===== config.mk =====
export PLATFORM = sky130hd
export DESIGN_NAME = phase_mode_fault_supervisor
export DESIGN_NICKNAME = d
export VERILOG_FILES = /design/src/shared/supervisor_pkg.sv /design/src/core/phase_mode_fault_supervisor.sv
export SDC_FILE = /design/constraint.sdc
export NUM_CORES = 1
export LEC_CHECK = 0
export ABC_CLOCK_PERIOD_IN_PS = 3500
export BUFFER_PORTS_ARGS = -buffer_cell sky130_fd_sc_hd__clkbuf_2
export CORE_MARGIN = 1
export CORE_UTILIZATION = 40
export CTS_CLUSTER_DIAMETER = 60
export DETAILED_ROUTE_END_ITERATION = 6
export GPL_TIMING_DRIVEN = 0
export PLACE_DENSITY_LB_ADDON = 0.25
export SETUP_SLACK_MARGIN = 0.15
export SLEW_MARGIN = 20
export SYNTH_ARGS = -nofsm -noshare
export SYNTH_HDL_FRONTEND = slang
export SYNTH_SLANG_ARGS = --single-unit
export TNS_END_PERCENT = 20

===== constraint.sdc =====
create_clock -name pclk -period 3.5 [get_ports pclk]
set_input_delay 0.35 -clock pclk [delete_from_list [all_inputs] [get_ports pclk]]
set_output_delay 0.35 -clock pclk [all_outputs]
set_load 0.03 [all_outputs]

===== src/shared/supervisor_pkg.sv =====
// Constants, states and carriers for the phase-mode and fault supervisor
package supervisor_pkg;

	// ----------------------------------------
	// Clock and timing
	// ----------------------------------------
	localparam int CLK_PERIOD_NS = 8;
	localparam int OC_PERSIST_US = 120;
	localparam int OC_PERSIST_CYC = (OC_PERSIST_US * 1000 + CLK_PERIOD_NS - 1) / CLK_PERIOD_NS;
	localparam int FAULT_PERSIST_MS = 1;
	localparam int FAULT_PERSIST_CYC = (FAULT_PERSIST_MS * 1000000 + CLK_PERIOD_NS - 1) / CLK_PERIOD_NS;
	localparam int TIMER_W = 17;
	localparam logic [3:0] IDLE_MIN_PERIODS = 4'h2;
	localparam logic [3:0] DCM_MIN_PERIODS = 4'h7;
	localparam logic [3:0] PERSIST_SAT = 4'h8;

	// ----------------------------------------
	// Register map
	// ----------------------------------------
	localparam logic [11:0] ADDR_CTRL = 12'h000;
	localparam logic [11:0] ADDR_STATUS = 12'h004;
	localparam logic [11:0] ADDR_VID = 12'h008;
	localparam int CTRL_FORCE_TWO_BIT = 0;
	localparam logic [31:0] CTRL_RST = 32'h0000_0000;
	localparam logic [31:0] ZERO_WORD = 32'h0000_0000;

	// ----------------------------------------
	// Fault vector bit positions
	// ----------------------------------------
	localparam int FLT_OC = 0;
	localparam int FLT_IMB = 1;
	localparam int FLT_UV = 2;
	localparam int FLT_OV200 = 3;

	// ----------------------------------------
	// Types
	// ----------------------------------------
	typedef enum logic [2:0] {
		ST_OFF = 3'b000,
		ST_START = 3'b001,
		ST_TWO_CCM = 3'b010,
		ST_SHED = 3'b011,
		ST_ONE_CCM = 3'b100,
		ST_ONE_DCM = 3'b101,
		ST_SHUTDOWN = 3'b110
	} mode_state_e;

	typedef enum logic [1:0] {
		DRV_HIZ = 2'b00,
		DRV_CCM = 2'b01,
		DRV_DCM = 2'b10,
		DRV_LOW_ON = 2'b11
	} drive_e;

	typedef enum logic [1:0] {
		REQ_TWO = 2'b00,
		REQ_ONE = 2'b01,
		REQ_DCM = 2'b10
	} mode_req_e;

	typedef struct packed {
		logic low_current_indication_n;
		logic deep_sleep_vr_select;
		logic deeper_stop_n;
	} pm_ctl_s;

	typedef struct packed {
		logic oc_over;
		logic oc_over_twice;
		logic imbalance;
		logic undervolt;
		logic overvolt_200;
		logic overvolt_1v7;
		logic below_0v85;
		logic phase1_zero;
		logic phase2_zero;
		logic thermistor_low;
	} sense_s;

endpackage


===== src/core/phase_mode_fault_supervisor.sv =====
// Phase-mode selection, glitch filtering and fault latching for a two-phase buck controller
//
// Design decisions made here: the register addresses and register access over APB.
`timescale 1ns/1ps
// Function
// - Low-current input high keeps two phases unless sleep select and stop are both asserted
// - Low-current low: phase 1 only, phase 2 off
// - Mode decode from sleep, stop, low-current
// - Diode emulation: low side off at zero
// - No phase idling under two periods
// - No diode emulation under seven periods
// - Single-phase entry waits for voltage ramp
// - Code change in emulation returns two-phase
// - Start-up always runs two-phase
// - Slow slew when sleep select high
// - Overcurrent threshold halved in one-phase
// - Overcurrent latches after 120 us persistence
// - Double overcurrent shuts drive immediately
// - Two-phase imbalance for 1 ms latches
// - Undervoltage for 1 ms latches
// - Overvoltage 200 mV for 1 ms latches
// - Faults: good low, drives high impedance
// - Faults clear on enable low or supply
// - 1.7 V clamp low sides until 0.85 V
// - 1.7 V latch clears only on supply
// - Thermistor low drives throttle low only
// - Idle phase after its current reaches zero
// - Upstream supplies low latches off until enable
module phase_mode_fault_supervisor import supervisor_pkg::*; #(
	parameter int OC_CYCLES = OC_PERSIST_CYC,
	parameter int MS_CYCLES = FAULT_PERSIST_CYC
) (
	// Clock and supply reset
	input wire logic pclk,
	input wire logic presetn,
	// APB slave
	input wire logic psel,
	input wire logic penable,
	input wire logic pwrite,
	input wire logic [11:0] paddr,
	input wire logic [31:0] pwdata,
	output logic [31:0] prdata,
	output logic pready,
	output logic pslverr,
	// Power-management control
	input wire pm_ctl_s pm_ctl,
	input wire logic regulator_enable,
	input wire logic upstream_supplies_good,
	input wire logic [6:0] voltage_id_code,
	input wire logic vid_ramp_active,
	input wire logic softstart_done,
	input wire logic sw_period_tick,
	// Comparator flags
	input wire sense_s sense,
	// Drive and status outputs
	output drive_e phase1_drive,
	output drive_e phase2_drive,
	output logic phase1_low_off,
	output logic current_shift,
	output logic softstart_request,
	output logic output_good_flag,
	output logic slew_fast,
	output logic oc_half_threshold,
	output logic thermal_throttle_n
);

	// ----------------------------------------
	// Helpers
	// ----------------------------------------
	function automatic logic [TIMER_W-1:0] persist(input logic [TIMER_W-1:0] cnt, input logic cond, input int lim);
		logic [TIMER_W-1:0] l;
		l = TIMER_W'(lim);
		if (!cond)
			persist = '0;
		else if (cnt >= l)
			persist = l;
		else
			persist = cnt + 1'b1;
	endfunction

	function automatic logic timer_done(input logic [TIMER_W-1:0] cnt, input int lim);
		timer_done = cnt >= TIMER_W'(lim);
	endfunction

	// ----------------------------------------
	// State
	// ----------------------------------------
	mode_state_e state_ff, nxt_state;
	mode_req_e req_ff;
	logic [3:0] persist_ff;
	logic [6:0] vid_ff;
	logic [3:0] fault_ff;
	logic pgd_latch_ff, ov17_ff, clamp_ff;
	logic [TIMER_W-1:0] oc_cnt_ff, imb_cnt_ff, uv_cnt_ff, ov_cnt_ff;
	logic [31:0] ctrl_ff;
	logic [31:0] prdata_ff;
	logic pready_ff, pslverr_ff;
	drive_e p1_ff, p2_ff, nxt_p1, nxt_p2;
	logic p1_low_off_ff, shift_ff, ss_req_ff, good_ff, slew_ff, half_ff, tt_n_ff;

	// ----------------------------------------
	// Mode decode and glitch filtering
	// ----------------------------------------
	// Deep-sleep select with stop asserted wins over the low-current input
	wire dcm_combo = pm_ctl.deep_sleep_vr_select && !pm_ctl.deeper_stop_n;
	wire mode_req_e req_now = dcm_combo ? REQ_DCM :
		(pm_ctl.low_current_indication_n ? REQ_TWO : REQ_ONE);
	// Strictly greater: count of ticks over-reads a partial first period
	wire idle_ok = (req_ff != REQ_TWO) && (persist_ff > IDLE_MIN_PERIODS);
	wire dcm_ok = (req_ff == REQ_DCM) && (persist_ff > DCM_MIN_PERIODS);
	wire force_two = ctrl_ff[CTRL_FORCE_TWO_BIT];
	wire vid_changed = voltage_id_code != vid_ff;
	wire one_phase = (state_ff == ST_ONE_CCM) || (state_ff == ST_ONE_DCM);

	// Persistence counted in switching periods, restarted on any change
	always_ff @(posedge pclk or negedge presetn) begin
		if (!presetn) begin
			req_ff <= REQ_TWO;
			persist_ff <= '0;
		end else begin
			req_ff <= req_now;
			if (req_now != req_ff)
				persist_ff <= '0;
			else if (sw_period_tick && persist_ff != PERSIST_SAT)
				persist_ff <= persist_ff + 1'b1;
		end
	end

	// ----------------------------------------
	// Fault detection
	// ----------------------------------------
	// Flags arrive already synchronous; timers run on pclk
	wire running = (state_ff != ST_OFF) && (state_ff != ST_SHUTDOWN);
	wire oc_set = running && timer_done(oc_cnt_ff, OC_CYCLES);
	wire way_oc = running && sense.oc_over_twice;
	wire imb_set = timer_done(imb_cnt_ff, MS_CYCLES);
	wire uv_set = running && timer_done(uv_cnt_ff, MS_CYCLES);
	wire ov_set = running && timer_done(ov_cnt_ff, MS_CYCLES);
	wire ov17_set = regulator_enable && sense.overvolt_1v7;
	wire pgd_set = running && (state_ff != ST_START) && !upstream_supplies_good;
	wire kill = (|fault_ff) || pgd_latch_ff || ov17_ff || way_oc || ov17_set;

	always_ff @(posedge pclk or negedge presetn) begin
		if (!presetn) begin
			oc_cnt_ff <= '0;
			imb_cnt_ff <= '0;
			uv_cnt_ff <= '0;
			ov_cnt_ff <= '0;
		end else begin
			oc_cnt_ff <= persist(oc_cnt_ff, running && sense.oc_over, OC_CYCLES);
			imb_cnt_ff <= persist(imb_cnt_ff, state_ff == ST_TWO_CCM && sense.imbalance, MS_CYCLES);
			uv_cnt_ff <= persist(uv_cnt_ff, running && sense.undervolt, MS_CYCLES);
			ov_cnt_ff <= persist(ov_cnt_ff, running && sense.overvolt_200, MS_CYCLES);
		end
	end

	// Enable-cleared latches; the 1.7 V latch survives enable
	always_ff @(posedge pclk or negedge presetn) begin
		if (!presetn) begin
			fault_ff <= '0;
			pgd_latch_ff <= 1'b0;
			ov17_ff <= 1'b0;
			clamp_ff <= 1'b0;
		end else begin
			if (!regulator_enable) begin
				fault_ff <= '0;
				pgd_latch_ff <= 1'b0;
			end else begin
				fault_ff <= fault_ff | {ov_set, uv_set, imb_set, oc_set || way_oc};
				pgd_latch_ff <= pgd_latch_ff || pgd_set;
			end
			ov17_ff <= ov17_ff || ov17_set;
			// Rising above 1.7 V again wins over the release
			if (ov17_set)
				clamp_ff <= 1'b1;
			else if (sense.below_0v85)
				clamp_ff <= 1'b0;
		end
	end

	// ----------------------------------------
	// Mode state machine
	// ----------------------------------------
	always_comb begin
		nxt_state = state_ff;
		if (!regulator_enable)
			nxt_state = ST_OFF;
		else if (kill)
			nxt_state = ST_SHUTDOWN;
		else begin
			case (state_ff)
				ST_OFF: nxt_state = ST_START;
				// Control inputs are ignored until soft-start ends
				ST_START: if (softstart_done) nxt_state = ST_TWO_CCM;
				ST_TWO_CCM: begin
					if (idle_ok && !vid_ramp_active && !force_two)
						nxt_state = ST_SHED;
				end
				ST_SHED: begin
					if (req_ff == REQ_TWO || force_two)
						nxt_state = ST_TWO_CCM;
					else if (sense.phase2_zero)
						nxt_state = (dcm_ok && !vid_ramp_active) ? ST_ONE_DCM : ST_ONE_CCM;
				end
				ST_ONE_CCM: begin
					if (req_ff == REQ_TWO || force_two)
						nxt_state = ST_TWO_CCM;
					else if (dcm_ok && !vid_ramp_active)
						nxt_state = ST_ONE_DCM;
				end
				ST_ONE_DCM: begin
					if (vid_changed || req_ff != REQ_DCM || force_two)
						nxt_state = ST_TWO_CCM;
				end
				default: nxt_state = ST_SHUTDOWN;
			endcase
		end
	end

	// ----------------------------------------
	// Drive selection
	// ----------------------------------------
	// Clamp overrides every other action, including other faults
	always_comb begin
		nxt_p1 = DRV_HIZ;
		nxt_p2 = DRV_HIZ;
		if (ov17_ff || ov17_set) begin
			nxt_p1 = (clamp_ff || ov17_set) ? DRV_LOW_ON : DRV_HIZ;
			nxt_p2 = nxt_p1;
		end else if (!kill && regulator_enable) begin
			case (nxt_state)
				ST_START, ST_TWO_CCM, ST_SHED: begin
					nxt_p1 = DRV_CCM;
					nxt_p2 = DRV_CCM;
				end
				ST_ONE_CCM: nxt_p1 = DRV_CCM;
				ST_ONE_DCM: nxt_p1 = DRV_DCM;
				default: nxt_p1 = DRV_HIZ;
			endcase
		end
	end

	always_ff @(posedge pclk or negedge presetn) begin
		if (!presetn) begin
			state_ff <= ST_OFF;
			vid_ff <= '0;
			p1_ff <= DRV_HIZ;
			p2_ff <= DRV_HIZ;
		end else begin
			state_ff <= nxt_state;
			vid_ff <= voltage_id_code;
			p1_ff <= nxt_p1;
			p2_ff <= nxt_p2;
		end
	end

	// ----------------------------------------
	// Status outputs
	// ----------------------------------------
	wire good_now = regulator_enable && !kill && (nxt_state != ST_START) && (nxt_state != ST_OFF);

	always_ff @(posedge pclk or negedge presetn) begin
		if (!presetn) begin
			p1_low_off_ff <= 1'b0;
			shift_ff <= 1'b0;
			ss_req_ff <= 1'b0;
			good_ff <= 1'b0;
			slew_ff <= 1'b0;
			half_ff <= 1'b0;
			tt_n_ff <= 1'b1;
		end else begin
			p1_low_off_ff <= (nxt_p1 == DRV_DCM) && sense.phase1_zero;
			shift_ff <= nxt_state == ST_SHED;
			ss_req_ff <= (state_ff == ST_OFF) && (nxt_state == ST_START);
			good_ff <= good_now;
			slew_ff <= !pm_ctl.deep_sleep_vr_select;
			half_ff <= (nxt_state == ST_ONE_CCM) || (nxt_state == ST_ONE_DCM);
			tt_n_ff <= !sense.thermistor_low;
		end
	end

	// ----------------------------------------
	// APB register file
	// ----------------------------------------
	wire setup = psel && !penable;
	wire hit_ctrl = paddr == ADDR_CTRL;
	wire hit_status = paddr == ADDR_STATUS;
	wire hit_vid = paddr == ADDR_VID;
	wire mapped = hit_ctrl || hit_status || hit_vid;
	wire [31:0] status_word = {20'h0_0000, ov17_ff, clamp_ff, pgd_latch_ff, fault_ff, 2'h0, state_ff};
	wire [31:0] rd_word = hit_ctrl ? ctrl_ff :
		hit_status ? status_word :
		hit_vid ? {25'h000_0000, voltage_id_code} : ZERO_WORD;

	// Answer in the cycle after setup: one access cycle, no waits
	always_ff @(posedge pclk or negedge presetn) begin
		if (!presetn) begin
			ctrl_ff <= CTRL_RST;
			prdata_ff <= ZERO_WORD;
			pready_ff <= 1'b0;
			pslverr_ff <= 1'b0;
		end else begin
			pready_ff <= setup;
			pslverr_ff <= setup && !mapped;
			if (setup && !pwrite)
				prdata_ff <= rd_word;
			if (psel && penable && pready_ff && pwrite && hit_ctrl)
				ctrl_ff <= {31'h0000_0000, pwdata[CTRL_FORCE_TWO_BIT]};
		end
	end

	assign prdata = prdata_ff;
	assign pready = pready_ff;
	assign pslverr = pslverr_ff;
	assign phase1_drive = p1_ff;
	assign phase2_drive = p2_ff;
	assign phase1_low_off = p1_low_off_ff;
	assign current_shift = shift_ff;
	assign softstart_request = ss_req_ff;
	assign output_good_flag = good_ff;
	assign slew_fast = slew_ff;
	assign oc_half_threshold = half_ff;
	assign thermal_throttle_n = tt_n_ff;
endmodule


* After elaboration in Yosys (flattened, before gate mapping)
Cells that the tools add are included.
** Storage, ports and cells
- Register bits :: 137
- Bits of input ports :: 74
- Output and inout bits :: 45
- Word-level logic and storage cells :: 161
** Operators by class
- Add/subtract/negate cells :: 5
- $lt $le $gt $ge :: 6
- Eq/ne operators :: 21
- Mux-type cells :: 37
- Bitwise operators :: 1
- Reduce and logical (&&, ||, !) cells :: 66
** Operators by type and width (number)
- 17-bit two-way mux :: 8
- 17-bit by 1-bit adder with 17-bit output, second input constant :: 4
- 17-bit >= comparator, second input constant :: 3
- 1-bit logical AND :: 31
- 3-bit two-way mux :: 9
- 12-bit two-way mux :: 2
- 3-bit one-hot mux with 6 select lines :: 1
- 17-bit by 14-bit >= comparator with 1-bit output, second input constant :: 1
- 1-bit logical OR :: 14
- 12-bit by 3-bit == test with 1-bit output, second input constant :: 1
- 12-bit by 4-bit == test with 1-bit output, second input constant :: 1
- 3-bit by 2-bit == test with 1-bit output, second input constant :: 4
- 3-bit == test, second input constant :: 4
- 12-bit logical NOT :: 1
- 4-bit two-way mux :: 3
- 1-bit logical NOT :: 10
- 2-bit two-way mux :: 5
- 4-bit OR reduction :: 2
- 1-bit two-way mux :: 7
- 7-bit two-way mux :: 1
- 7-bit inequality test :: 1
- 3-bit by 1-bit == test with 1-bit output, second input constant :: 2
- 3-bit by 1-bit inequality test with 1-bit output, second input constant :: 2
- 2-bit nonzero test :: 3
- 14 further kinds :: 16

* Logic depth before layout (Yosys ltp)
- Depth after elaboration :: 16
- Depth in mapped cells :: 7
- Depth with buffers taken out :: 7

* Worst setup path after synthesis
OpenSTA, ideal clock, no wires.
- Path kind :: flip-flop to flip-flop
- Start point :: register req_ff[0]
- End point :: register p1_ff[1], in the netlist phase1_drive[1]
- Setup time :: 95 ps
- Data arrival time :: 1688 ps
- Data required time :: 3405 ps
- Setup slack :: 1717 ps
- Stages on the path, launching flop included :: 6
- Buffers on the path :: 0
- Clock period less this slack :: 1783 ps
- Cell sequence :: dfrtp_1 -> or3b_1 -> nor4_2 -> nand2b_1 -> a211o_1 -> o31ai_1
** Between the ends
- Word-level cells in the longest chain between the ends :: 14
- Elaborated cells between the ends (all ways) :: 31
- Those cells by class :: eq/ne: 7; mux: 13; reduce/logical: 11
** Ends and longest elaborated chain
- start: declaration :: RTL line phase_mode_fault_supervisor.sv:89 : mode_req_e req_ff;
- start signal: assignment :: RTL line phase_mode_fault_supervisor.sv:121 : req_ff <= req_now;
- 2-bit == test :: RTL line phase_mode_fault_supervisor.sv:110 : wire dcm_ok = (req_ff == REQ_DCM) && (persist_ff > DCM_MIN_PERIODS);
- 1-bit logical AND :: RTL line phase_mode_fault_supervisor.sv:110
- 1-bit logical AND :: RTL line phase_mode_fault_supervisor.sv:203, phase_mode_fault_supervisor.sv:208
- 1-bit two-way mux :: RTL line phase_mode_fault_supervisor.sv:203 : nxt_state = (dcm_ok && !vid_ramp_active) ? ST_ONE_DCM : ST_ONE_CCM;
- 3-bit two-way mux :: RTL line phase_mode_fault_supervisor.sv:202 : else if (sense.phase2_zero)
- 3-bit two-way mux :: RTL line phase_mode_fault_supervisor.sv:200 : if (req_ff == REQ_TWO || force_two)
- 3-bit one-hot mux with 6 select lines * :: RTL line phase_mode_fault_supervisor.sv:191 : case (state_ff)
- 3-bit two-way mux * :: RTL line phase_mode_fault_supervisor.sv:188 : else if (kill)
- 3-bit two-way mux * :: RTL line phase_mode_fault_supervisor.sv:186 : if (!regulator_enable)
- 3-bit by 2-bit == test with 1-bit output (tied with other cells) :: RTL line phase_mode_fault_supervisor.sv:231 : case (nxt_state)
- 4-bit OR reduction (no line)
- 2-bit one-hot mux with 2 select lines * :: RTL line phase_mode_fault_supervisor.sv:231
- 2-bit two-way mux * :: RTL line phase_mode_fault_supervisor.sv:230 : end else if (!kill && regulator_enable) begin
- 2-bit two-way mux * :: RTL line phase_mode_fault_supervisor.sv:227 : if (ov17_ff || ov17_set) begin
- via nxt_p1[1] :: RTL line phase_mode_fault_supervisor.sv:98 : drive_e p1_ff, p2_ff, nxt_p1, nxt_p2;
- end signal: assignment :: RTL line phase_mode_fault_supervisor.sv:252 : p1_ff <= nxt_p1;
- end: declaration :: RTL line phase_mode_fault_supervisor.sv:98
Mark *: on every way through the listed nets, which the timed path passes. The rest lies on a longest branch.
A chain may end at the register's enable or synchronous reset.

* Worst setup path after layout
- Start point :: register fault_ff[1]
- End point :: register p1_low_off_ff, in the netlist phase1_low_off
** Between the ends
- Word-level cells in the longest chain between the ends :: 14
- Elaborated cells between the ends (all ways) :: 20
- Those cells by class :: eq/ne: 6; mux: 5; reduce/logical: 9
** Ends and longest elaborated chain
- start: declaration :: RTL line phase_mode_fault_supervisor.sv:92 : logic [3:0] fault_ff;
- start signal: assignment :: RTL line phase_mode_fault_supervisor.sv:169 : fault_ff <= fault_ff | {ov_set, uv_set, imb_set, oc_set || way_oc};
- 4-bit OR reduction * :: RTL line phase_mode_fault_supervisor.sv:141 : wire kill = (|fault_ff) || pgd_latch_ff || ov17_ff || way_oc || ov17_set;
- 1-bit logical OR * (4 in series) :: RTL line phase_mode_fault_supervisor.sv:141
- 3-bit two-way mux :: RTL line phase_mode_fault_supervisor.sv:188
- 3-bit two-way mux :: RTL line phase_mode_fault_supervisor.sv:186
- 3-bit by 2-bit == test with 1-bit output (tied with other cells) :: RTL line phase_mode_fault_supervisor.sv:231
- 4-bit OR reduction (no line)
- 2-bit one-hot mux with 2 select lines :: RTL line phase_mode_fault_supervisor.sv:231
- 2-bit two-way mux * :: RTL line phase_mode_fault_supervisor.sv:230
- 2-bit two-way mux * :: RTL line phase_mode_fault_supervisor.sv:227
- 2-bit == test * :: RTL line phase_mode_fault_supervisor.sv:272 : p1_low_off_ff <= (nxt_p1 == DRV_DCM) && sense.phase1_zero;
- 1-bit logical AND * :: RTL line phase_mode_fault_supervisor.sv:272
- end signal: assignment :: RTL line phase_mode_fault_supervisor.sv:272
- end: declaration :: RTL line phase_mode_fault_supervisor.sv:99 : logic p1_low_off_ff, shift_ff, ss_req_ff, good_ff, slew_ff, half_ff, tt_n_ff;
Mark *: on every way between the ends. The rest lies on a longest branch, timed or not.

==> flow_summary.json <==
{
  "pre_cts_ws_ns": 1.24,
  "wirelength_mm": 11.7,
  "antenna_found_initial": 0,
  "ctsLongestPathBuffers": 2,
  "start_kind": "flip-flop",
  "crit_arrival_ns": 2.56,
  "drv_slew": 0,
  "post-synth-top-count-cell": "dfrtp_1",
  "crit_fanout": 5,
  "wire_per_inst_um": 13.3,
  "post-route-period-util_pct": 66.3,
  "htree_levels": 4,
  "rsz0062_at_grt": "false",
  "setup_violations": 0,
  "synth_top_area_share_pct": 50.8,
  "track_usage_pct": 17.5,
  "cts.root.buffer_cell": "clkbuf_16",
  "cts-resized-gates": 0,
  "clkLatencyLatePin_ns": 0.41,
  "critical-path-max-stage-delay_ns": 0.57,
  "fmax_mhz": 431,
  "drt_iter0_markers": 227,
  "diodes": 0,
  "area_growth_pct": 23.7,
  "num_vias": 4370,
  "cts_sinks": 117,
  "drc_errors": 0,
  "grt_overflow": 0,
  "netlist_top_cells_area": "dfrtp_1 51%, xor2_1 5.2%, nor2_1 4.7%",
  "nets": 769,
  "grt_pass1_vias": 4305,
  "fin_crit_ns": 2.32,
  "fin_tns_setup_ns": 0,
  "critPathRequiredTime_ns": 3.74,
  "die_area_um2": 14800,
  "leakagePower_nw": 3.22,
  "cts_buffers": 17,
  "status": "finished clean",
  "slew_headroom_pct": 34.8,
  "io_pins": 119,
  "synth_ff_type": "dfrtp_1",
  "ir_worst_vdd_uv": 286,
  "ys_ff_latch": 117,
  "rows": 43,
  "hold_class": "in2reg",
  "tritoncts": "built",
  "grt_pass1_wl_mm": 20.1,
  "yosys_warnings": 0,
  "criticalPathCategory": "reg2reg",
  "drive_gt1_share_pct": 18.7,
  "power_density_nw_per_um2": 514,
  "io_buffer_count": 66,
  "post_cts_buffers": 0,
  "die_w_um": 122,
  "syn_area_per_cell_um2": 9.94,
  "grt_max_degree": 89,
  "crit_slowest_cell": "o31ai_1",
  "initial_core_util_pct": 41.2,
  "tightest_slew_ns": 0.971,
  "syn_inst": 575,
  "synth-async-reset-ratio_pct": 100,
  "core_area_um2": 13900,
  "die_y_um": 122,
  "hpwl_mm": 8.39,
  "finClkSkew_ns": 0.0116,
  "endpoint_kind": "flip-flop",
  "max_cap_viol_count": 0,
  "synth_area_um2": 5710,
  "fin_ws_ns": 1.18,
  "hold_viol_final": 0,
  "synth_cell_type_count": 56,
  "crit_chain": "or4_4 -> nor3_4 -> o211ai_1 -> o31ai_1 -> nor3_1",
  "synth_common_cells": "116 x dfrtp_1, 72 x nor2_1, 41 x nand2_1, 36 x nand3_1, 34 x xor2_1",
  "clkTransAtPathRegs_ns": 0.05,
  "seqCellArea_um2": 2930,
  "drt.antenna.violating_nets": 0,
  "fillCellCount": 1291,
  "synth_seq_area_share_pct": 51.3,
  "synth-edff-count": 0,
  "vias_per_cell": 4.98,
  "gp_congestion": 0.854,
  "drt_pre_antenna_iters": 4,
  "synth_largest_area_cell": "dfrtp_1",
  "multi_input_area_um2": 2560
}
-- placed cells by master (no fill, tap or decap), types with 9 or more instances in the layout --
| cell | Yosys | layout |
|---|---|---|
| conb_1 | 1 | 23 |
| o31ai_1 | 9 | 9 |
| inv_1 | 30 | 30 |
| nor4_1 | 11 | 11 |
| nor2_1 | 72 | 72 |
| ha_1 | 11 | 11 |
| xor2_1 | 34 | 34 |
| nand4_1 | 11 | 11 |
| clkbuf_2 | 0 | 65 |
| buf_4 | 20 | 20 |
| nand3_1 | 36 | 36 |
| and3_1 | 12 | 12 |
| a21oi_1 | 33 | 33 |
| dfrtp_1 | 116 | 116 |
| clkbuf_16 | 0 | 17 |
| nand2_1 | 41 | 41 |
| clkbuf_1 | 9 | 11 |
| xnor2_1 | 29 | 29 |
| nor3_1 | 14 | 14 |
-- through the flow --
step	power (W)	cells	area (um^2)	hold WS (ns)	utilization, %
after floorplan	0.00160	597	5800	0.0544	-
after global placement	0.00170	843	6350	0.450	45.8
after detailed placement	0.00171	844	6390	0.266	46.0
after CTS	0.00367	877	7070	0.0288	50.9
after global routing	0.00376	877	7070	0.0264	50.9
final	0.00363	877	7070	0.0461	50.9
-- critical path: cells and delay by family (launching register included) --
family	cells	cell delay [ns]
compound gates	2	0.77
flops	1	0.42
simple gates	3	0.96
-- registers in the layout, summed over array words and instances (netlist names), 3 cells and up --
register / flops
oc_cnt_ff: 17
persist_ff: 4
state_ff: 3
fault_ff: 4
prdata: 12
imb_cnt_ff: 17
vid_ff: 7
ov_cnt_ff: 17
uv_cnt_ff: 17
-- routing by layer --
layer	up-vias	share of wire (%)	GRT usage, %
li1	2175	-	-
met1	2084	46	22.1
met3	14	4.5	4.56
met4	0	1.5	7.18
met2	97	48	28.4
met5	-	0	0
-- layout make-up --
class / count / share of cell area (%)
sequential: 117 / 41.4
multi-input combinational: 420 / 36.3
clock buffer: 24 / 7.10
timing repair buffer: 68 / 5.33
tap: 180 / 3.19
buffer: 30 / 2.67
clock inverter: 8 / 2.37
inverter: 30 / 1.59
-- path summary, 6_finish.rpt --
check / start / to / slack, ns / cells after the start
max: fault_ff[1] / phase1_low_off / 1.18 / 5
min: sense[0] / thermal_throttle_n / 0.05 / 2
max reg2reg: fault_ff[1] / phase1_low_off / 1.18 / 5
min reg2reg: prdata[4] / prdata[4] / 0.47 / 2
max in group asynchronous: presetn / ov_cnt_ff[13] / 2.40 / 3
min in group asynchronous: presetn / prdata[1] / 0.39 / 2
-- logic make-up (layout without fill, tap and decap cells) --
group                      Yosys count  in the layout  share of synthesized area, %
DFF                                117            117                          51.3
adders and majority gates           11             11                          2.41
muxes                                2              2                         0.372
buffers and inverters               60            160                          5.28
xor gates and xnor gates            63             63                          9.66
other                                1             23                        0.0656
and+or+nand+nor                    236            236                          21.0
AOI/OAI and AO/OA                   85             85                          9.90
-- report_power, final --
group,internal (W),switching [W],leakage [nW]
combinational,0.0000891,0.000179,1.34
sequential,0.00139,0.0000270,1.56
clock,0.00135,0.000586,0.326
total,0.00284,0.000793,3.22
-- timing repair --
item / in CTS / in global routing
setup endpoints to repair: 0 / 0
endpoints found under the hold margin: 28 / 0
hold buffers: 1 / 0
Power figures use the tool's default switching activity.
